==> src/coz_pkg.sv <==
package coz_pkg;

	// ---------------------------------------------------------------
	// register map
	// ---------------------------------------------------------------
	localparam logic [7:0]  CHARGE_OPTION_ZERO_ADDR = 8'h12;
	localparam logic [15:0] CHARGE_OPTION_ZERO_RST  = 16'hE70E;
	localparam logic [15:0] CHARGE_OPTION_ZERO_MASK = 16'hFFFF;

	// ---------------------------------------------------------------
	// field positions
	// ---------------------------------------------------------------
	localparam int BIT_CHARGE_BLOCK      = 0;
	localparam int BIT_INPUT_LOOP_EN     = 1;
	localparam int BIT_LINEAR_PRECHARGE  = 2;
	localparam int BIT_BAT_AMP_GAIN      = 3;
	localparam int BIT_IN_AMP_GAIN       = 4;
	localparam int BIT_LEARN_EN          = 5;
	localparam int BIT_SHORT_HICCUP_OFF  = 6;
	localparam int BIT_BYPASS_RIPPLE     = 8;
	localparam int BIT_SWITCHING_FREQ    = 9;
	localparam int BIT_INPUT_LOOP_AUTO   = 12;

	// ---------------------------------------------------------------
	// analog figures handed to the power stage
	// ---------------------------------------------------------------
	localparam logic [11:0] FREQ_HIGH_KHZ       = 12'h4B0; // 1200 kHz
	localparam logic [11:0] FREQ_LOW_KHZ        = 12'h320; // 800 kHz
	localparam logic [5:0]  IN_GAIN_LOW         = 6'h14;   // 20x
	localparam logic [5:0]  IN_GAIN_HIGH        = 6'h28;   // 40x
	localparam logic [5:0]  BAT_GAIN_LOW        = 6'h08;   // 8x
	localparam logic [5:0]  BAT_GAIN_HIGH       = 6'h10;   // 16x
	localparam logic [11:0] PRECHARGE_CLAMP_MULTI_MA  = 12'h180; // 384 mA
	localparam logic [11:0] PRECHARGE_CLAMP_SINGLE_MA = 12'h7D0; // 2000 mA
	localparam logic [11:0] HICCUP_SYS_MV       = 12'h960; // 2.4 V

	// ---------------------------------------------------------------
	// carriers
	// ---------------------------------------------------------------
	typedef struct packed {
		logic        wr_en;
		logic        rd_en;
		logic [7:0]  addr;
		logic [15:0] wdata;
	} coz_req_t;

	typedef struct packed {
		logic [11:0] switching_freq_khz;
		logic        bypass_ripple_reduce;
		logic        hiccup_enable;
		logic        learn_discharge;
		logic [5:0]  input_current_amp_gain;
		logic [5:0]  battery_current_amp_gain;
		logic        precharge_active;
		logic        linear_precharge;
		logic        battery_switch_full_on;
		logic        regulate_to_min_sys;
		logic [11:0] precharge_clamp_ma;
		logic        input_loop_active;
		logic        charge_allowed;
	} coz_ctl_t;

	typedef struct packed {
		logic bat_present_meta;
		logic bat_present_sync;
		logic bat_present_prev;
	} coz_sync_t;

	typedef struct packed {
		logic [15:0] option;
		logic [15:0] rdata;
		logic        rvalid;
	} coz_state_t;

endpackage : coz_pkg

==> src/coz_pin_sync.sv <==
`timescale 1ns/1ps

module coz_pin_sync
	import coz_pkg::*;
(
	input  wire logic clock,    // system clock
	input  wire logic rst,      // async reset, high
	input  wire logic pin_in,   // raw battery-present pin
	output logic      pin_low,  // synced level, pin low
	output logic      fall      // one-cycle pulse on falling edge
);

	coz_sync_t state;
	coz_sync_t next_state;

	always_comb begin
		next_state                  = state;
		next_state.bat_present_meta = pin_in;
		next_state.bat_present_sync = state.bat_present_meta;
		next_state.bat_present_prev = state.bat_present_sync;
	end

	always_ff @(posedge clock or posedge rst) begin
		if (rst) begin
			state <= '{1'b1, 1'b1, 1'b1};
		end else begin
			state <= next_state;
		end
	end

	assign pin_low = !state.bat_present_sync;
	assign fall    = state.bat_present_prev && !state.bat_present_sync;

endmodule : coz_pin_sync

==> src/coz_charge_option.sv <==
// How it works
// - bit 9 resets to 1; writing 0 selects 1200 kHz switching.
// - bit 8, reset 1, enables bypass ripple reduction; 0 disables it.
// - bit 6 clear gives hiccup below 2.4 V; set suppresses hiccup.
// - bit 5 enables learn discharge; battery pin low clears it.
// - bit 4 selects input amplifier gain 20x at 0, 40x at 1.
// - bit 3 selects battery amplifier gain 8x at 0, 16x at 1.
// - battery below minimum system voltage means precharge, linear if enabled.
// - linear precharge: clamp 384 mA multi-cell or 2 A single cell.
// - linear precharge off: switch full on, regulate to max charge voltage.
// - bit 1 resets to 1 enabling input loop; auto-disable clears it.
// - bit 0 clear allows charging with valid settings; set inhibits.
// - auto-clear of input loop on pin falling edge only when bit 12 set.
`timescale 1ns/1ps

module coz_charge_option
	import coz_pkg::*;
(
	input  wire logic   clock,               // 10 MHz system clock
	input  wire logic   rst,                 // async reset, high
	input  wire coz_req_t req,               // register access from smbus
	output logic [15:0] rdata,               // read data, registered
	output logic        rvalid,              // read data valid pulse
	input  wire logic   battery_present_pin, // battery present, low = absent
	input  wire logic   bat_below_min_sys,   // battery under min system level
	input  wire logic   single_cell,         // pack is one cell
	input  wire logic   settings_valid,      // charge voltage/current valid
	input  wire logic   sys_below_hiccup,    // system rail under hiccup level
	input  wire logic   bypass_operation,    // converter in bypass
	output coz_ctl_t    ctl,                 // decoded controls to power stage
	output logic [15:0] option_value         // live register contents
);

	// ---------------------------------------------------------------
	// state
	// ---------------------------------------------------------------
	coz_state_t state;
	coz_state_t next_state;
	logic       pin_low;
	logic       pin_fall;
	logic       hit;

	coz_pin_sync u_sync (
		.clock   (clock),
		.rst     (rst),
		.pin_in  (battery_present_pin),
		.pin_low (pin_low),
		.fall    (pin_fall)
	);

	assign hit = (req.addr == CHARGE_OPTION_ZERO_ADDR);

	// ---------------------------------------------------------------
	// register update
	// ---------------------------------------------------------------
	always_comb begin
		next_state        = state;
		next_state.rvalid = 1'b0;
		if (req.wr_en && hit) begin
			next_state.option = req.wdata & CHARGE_OPTION_ZERO_MASK;
		end
		// battery absent ends learn mode
		if (pin_low) begin
			next_state.option[BIT_LEARN_EN] = 1'b0;
		end
		// auto-disable of input loop; host may re-enable later
		if (pin_fall && state.option[BIT_INPUT_LOOP_AUTO]) begin
			next_state.option[BIT_INPUT_LOOP_EN] = 1'b0;
		end
		if (req.rd_en) begin
			next_state.rvalid = 1'b1;
			next_state.rdata  = hit ? state.option : 16'h0000;
		end
	end

	always_ff @(posedge clock or posedge rst) begin
		if (rst) begin
			state.option <= CHARGE_OPTION_ZERO_RST;
			state.rdata  <= 16'h0000;
			state.rvalid <= 1'b0;
		end else begin
			state <= next_state;
		end
	end

	assign rdata        = state.rdata;
	assign rvalid       = state.rvalid;
	assign option_value = state.option;

	// ---------------------------------------------------------------
	// control decode
	// ---------------------------------------------------------------
	logic [15:0] opt;
	assign opt = state.option;

	always_comb begin
		ctl.switching_freq_khz = opt[BIT_SWITCHING_FREQ] ?
			FREQ_LOW_KHZ : FREQ_HIGH_KHZ;
		ctl.bypass_ripple_reduce = bypass_operation &&
			opt[BIT_BYPASS_RIPPLE];
		ctl.hiccup_enable = sys_below_hiccup &&
			!opt[BIT_SHORT_HICCUP_OFF];
		ctl.learn_discharge = opt[BIT_LEARN_EN] && !pin_low;
		ctl.input_current_amp_gain = opt[BIT_IN_AMP_GAIN] ?
			IN_GAIN_HIGH : IN_GAIN_LOW;
		ctl.battery_current_amp_gain = opt[BIT_BAT_AMP_GAIN] ?
			BAT_GAIN_HIGH : BAT_GAIN_LOW;
		ctl.precharge_active = bat_below_min_sys;
		ctl.linear_precharge = bat_below_min_sys &&
			opt[BIT_LINEAR_PRECHARGE];
		ctl.battery_switch_full_on = !opt[BIT_LINEAR_PRECHARGE];
		ctl.regulate_to_min_sys = opt[BIT_LINEAR_PRECHARGE];
		ctl.precharge_clamp_ma = single_cell ?
			PRECHARGE_CLAMP_SINGLE_MA : PRECHARGE_CLAMP_MULTI_MA;
		ctl.input_loop_active = opt[BIT_INPUT_LOOP_EN];
		ctl.charge_allowed = settings_valid &&
			!opt[BIT_CHARGE_BLOCK];
	end
endmodule : coz_charge_option

==> config.mk <==
export PLATFORM = sky130hd
export DESIGN_NAME = coz_charge_option
export DESIGN_NICKNAME = d
export VERILOG_FILES = /design/src/coz_pkg.sv /design/src/coz_pin_sync.sv /design/src/coz_charge_option.sv
export SDC_FILE = /design/constraint.sdc
export NUM_CORES = 1
export LEC_CHECK = 0
export BUFFER_PORTS_ARGS = -buffer_cell sky130_fd_sc_hd__buf_4
export CORE_MARGIN = 1
export CORE_UTILIZATION = 45
export CTS_BUF_LIST = sky130_fd_sc_hd__clkbuf_16
export DETAILED_ROUTE_END_ITERATION = 10
export GPL_ROUTABILITY_DRIVEN = 0
export PLACE_DENSITY = 0.9
export SLEW_MARGIN = 20
export SYNTH_ARGS = -nofsm -noshare
export SYNTH_HDL_FRONTEND = slang
export SYNTH_HIERARCHICAL = 1
export SYNTH_SLANG_ARGS = --single-unit
==> constraint.sdc <==
create_clock -name clock -period 2.1 [get_ports clock]
set_input_delay 0.21 -clock clock [delete_from_list [all_inputs] [get_ports clock]]
set_output_delay 0.21 -clock clock [all_outputs]
set_load 0.01 [all_outputs]
# Word-level counts from Yosys, hierarchy flattened
# Cells that the tools add are included.
[word_totals]
reg_bits = 36
input_bits = 34
word_cells = 32
[op_classes]
eq_ne = 2
muxes = 9
reduce_logical = 13
[op_table]
columns = ["cell", "n"]
rows = [
  ["$mux W11", 2],
  ["$mux W16", 1],
  ["$mux W6", 2],
  ["$eq A8 B5 Y1 const B", 1],
  ["$logic_and A1 B1 Y1", 8],
  ["$mux W5", 1],
  ["$logic_not A1 Y1", 4],
  ["$mux W1", 3],
  ["$ne A2 B2 Y1 const B", 1],
  ["$reduce_bool A2 Y1", 1],
]

# Longest topological paths before layout
[depth]
ltp_word = 4
mapped_depth = 4

# Cells and area by module
# The synthesis kept the hierarchy.
[by_module_without_submodules]
columns = ["mod", "instances", "cells_per_inst", "area_each_um2"]
rows = [
  ["coz_charge_option", 1, 158, 1697.9],
  ["coz_pin_sync", 1, 6, 92.6],
]

# Least setup slack after synthesis
# Ideal clock, no wire load.
[synth_timing]
path_kind = "input to register"
startpoint = "input port req[23] in the netlist's numbering"
endpoint = "register state, in the netlist option_value[11]"
setup_ns = 0.125
arrival_ns = 1.142
slack_ns = 0.833
stages = 4
path_buffers = 1
path_cell_list = "nor4_4 nand3_4 buf_6 mux2_4"
[synth_between]
elab_chain_cells = 2
[synth_lines]
columns = ["element", "line_no", "source"]
rows = [
  ["from (decl)", "coz_charge_option.sv:21", "input wire coz_req_t req,"],
  ["$eq A8 B5 Y1", "coz_charge_option.sv:51", "assign hit = (req.addr == CHARGE_OPTION_ZERO_ADDR);"],
  ["$logic_and A1 B1 Y1", "coz_charge_option.sv:59", "if (req.wr_en && hit) begin"],
  ["to (signal assigned)", "coz_charge_option.sv:82", "state <= next_state;"],
  ["to (decl)", "coz_charge_option.sv:37", "coz_state_t state;"],
]
# No other way between the ends.
# A chain may end at the register's enable or synchronous reset.

==> summary by stage <==
Synthesis
The largest area contributor in the netlist is dfrtp_1. After synthesis the cells add up to 1790 um^2. The synthesized area divided by synthesized cell count is 10.9 um^2. Counting flops and latches in the post-synthesis netlist gives 36. The number of warnings issued by yosys is 6. Synthesis produced 164 cells. The most common cell in the synthesized netlist is buf_4.

After synthesis, the cell types taking the most area are dfrtp_1, dfstp_2, buf_4. The proportion of synthesized chip area in sequential cells is 51.2%. The async set or reset register ratio after synthesis is 100%.

The commonest cells after synthesis are buf_4, dfrtp_1, inv_1. The count of flip-flops with a built-in enable after synthesis is 0. The top cell type by area accounts for 33.5% of the synthesized area. The most used flip-flop cell after synthesis is dfrtp_1.

The number of distinct library cells after synthesis is 18.

Clock tree
In this run the post-CTS setup repair buffer count came out at 0. In this run the number of H-tree levels came out at 2. The clock latency of the later-clocked register in the worst-skew pair is 0.27 ns. The root buffer cell chosen for the clock tree is clkbuf_16. The number of sinks handled by clock tree synthesis is 36. The number of clock buffers inserted by TritonCTS is 5. The number of instances resized during post-cts repair is 0. Counting along the longest clock path gives a buffer depth of 2.

The clock tree from TritonCTS is yes. The register clock-pin slew on the reported worst setup and hold paths is 0.05 ns. For this design, the CTS-stage hold fixing added 0 buffers.

Drt
For this block, the initial DRC count from the detailed router was 26. The detailed router placed 1267 vias in this run. The detailed-routing iteration count for the pre-antenna-repair pass is 4.

The post-detailed-routing wire length is 3490 um. The detail route stage leaves a number of antenna-violating nets equal to 0. The number of vias per cell is 4.46. Dividing the detail-routed wire length by the instance count gives 12.3 um.

The DRC violation count after routing is 0.

STA
Hold timing on the final database bottoms out at a slack of 0.00591 ns. The timing-limited maximum frequency is 734 MHz. The headroom to the max-slew limit is 60.5%.

The final setup TNS is 0 ns. The worst path in the final design needs a cycle of 1.36 ns, including I/O delays and setup. Setup repair after global routing left no endpoint under its margin. Across the routed clock network, the largest skew measured is 0.00333 ns. The final worst-path cycle share is 64.9%. The final number of hold-violating endpoints is 0. The worst-margin pin slew is 0.592 ns. The max-slew violation total from the final report is 0.

Setup violations remaining at the end of the flow were counted as 0.

Placed design
The post-detailed-placement cell area is 2270 um^2. The detailed placement HPWL is 2560 um. Port buffering added 85 buffers.

Global route
The via count of the first global-routing pass came to 1228. For this run, the total global-route usage over all layers was measured as 17.3%. Entering global routing, the biggest net connects 34 pins.

The first global-routing pass estimated 5570 um of wire. The initial antenna violation count was 0. After global routing the overflow that remains totals 0.

Critical path
The worst setup path is captured at an output port. STA puts the critical path data required time at 1.89 ns. The register-to-register path setup slack is 1.13 ns. The total buffers and inverters traversed by the critical path is 2. The slowest stage of the critical path belongs to the cell dfstp_2. The signal on the critical path passes through inv_1, nor2b_1, buf_4. The worst setup path is of the reg2out kind. The delay of the slowest critical-path stage is 0.54 ns.

The kind of cell with the highest combined delay along the critical path is flip-flops. The worst setup path is launched from a flop. Along the worst path, the maximum fanout reaches 3.

For the worst setup path, the data arrival time is 1.15 ns.

Status
The flow ran to the end, and the final reports show no timing, DRC or antenna violations.

Floorplan
In this run the standard cell core region covers 3740 um^2. The vertical die dimension is 65.1 um. In this run the horizontal extent of the chip is 65.1 um.

For this configuration, the core starts out at a cell density of 47.8%. The die outline area is 4230 um^2. In this run the core area contains 22 standard-cell rows.

In this run the count of I/O pins placed on the die edge is 112.

Layout
The repair_antennas step left the layout with diodes totalling 0. Across the whole layout, storage elements account for 916 um^2. The area growth from synthesis to final layout is 36.1%. Summing all multi-input logic gate instances after layout gives 562 um^2.

The net count of the finished layout is 269. The fraction of layout instances using a drive strength above 1 is 52.5%. The finished layout cell area is 2440 um^2.

The filler cells instantiated in the layout total 331.

Job
The number of violations of the max-capacitance limit is 0.

Power and ir drop
The ratio of total power to cell area is 730 nW/um^2. VDD sags by at most 0.605 mV. For this design the static power due to leakage is 1.25 nW.

Worst hold path
In this run the worst hold path is classified as in2async.
[power breakdown]
part           leakage, nW  switching [mW]  internal (mW)  total, mW
Combinational        0.712          0.0996          0.113      0.213
Sequential           0.457          0.0238          0.730      0.754
Clock               0.0798           0.256          0.556      0.812
Total                 1.25           0.379           1.40       1.78
[area by class of cell]
type                       instances  area share (%)
timing repair buffer              86            26.5
tap                               48            2.46
clock buffer                       5            5.13
inverter                          23            3.54
multi-input combinational         83            23.0
sequential                        36            37.6
clock inverter                     3            1.75
[flip-flops by register name, indices dropped and copies added (netlist names)]
signal / cells
option_value: 16
rvalid: 1
rdata: 16
u_sync/next_state: 2
u_sync/state: 1
[cells by family after synthesis]
family | Yosys count | synth area share (%)
buf+inv | 64 | 21.5
flops | 36 | 51.2
simple gates | 30 | 9.50
compound gates | 16 | 5.59
mux | 16 | 11.9
other cells | 2 | 0.419
[routing by layer]
metal	global-route usage, %	vias up	wire (um)
met1	18.4	601	1310
met3	5.11	2	280
met5	0	-	0
li1	-	604	-
met4	5.16	0	17
met2	32.7	60	1890
[metrics by stage]
step	util (%)	setup WS, ns	std cells	total power, mW
floorplan	-	0.833	183	0.909
global placement	60.6	0.628	276	0.972
detailed placement	60.6	0.578	276	0.980
CTS	65.1	0.727	284	1.81
global route	65.1	0.675	284	1.86
finish	65.1	0.737	284	1.78
[worst register-to-register path, stage by stage (launching register included)]
cell	delay (ns)
dfstp_2	0.54
inv_1	0.05
nor2b_1	0.15
mux2_2	0.17
[path summary, 6_finish.rpt]
check / from / endpoint / depth (start not counted)
worst min-delay path: rst / u_sync/next_state[1] / 2
worst max-delay path: u_sync/next_state[0] / ctl[30] / 3
max in group asynchronous: rst / option_value[8] / 3
worst max register to register: u_sync/next_state[0] / option_value[5] / 3
min in group clock: battery_present_pin / u_sync/next_state[1] / 1
worst min register to register: u_sync/next_state[1] / u_sync/next_state[0] / 0
[layout by cell type (no fill, tap or decap), drive strengths merged, types with 2 or more instances in the layout]
master,Yosys,final
buf,38,86
dfrtp,24,24
inv,23,23
conb,2,21
nand2,20,20
o22ai,16,16
mux2,15,15
dfstp,12,12
nor2b,5,5
clkbuf,3,5
and2,2,2
Note: power is estimated with default switching activity, not from simulation.
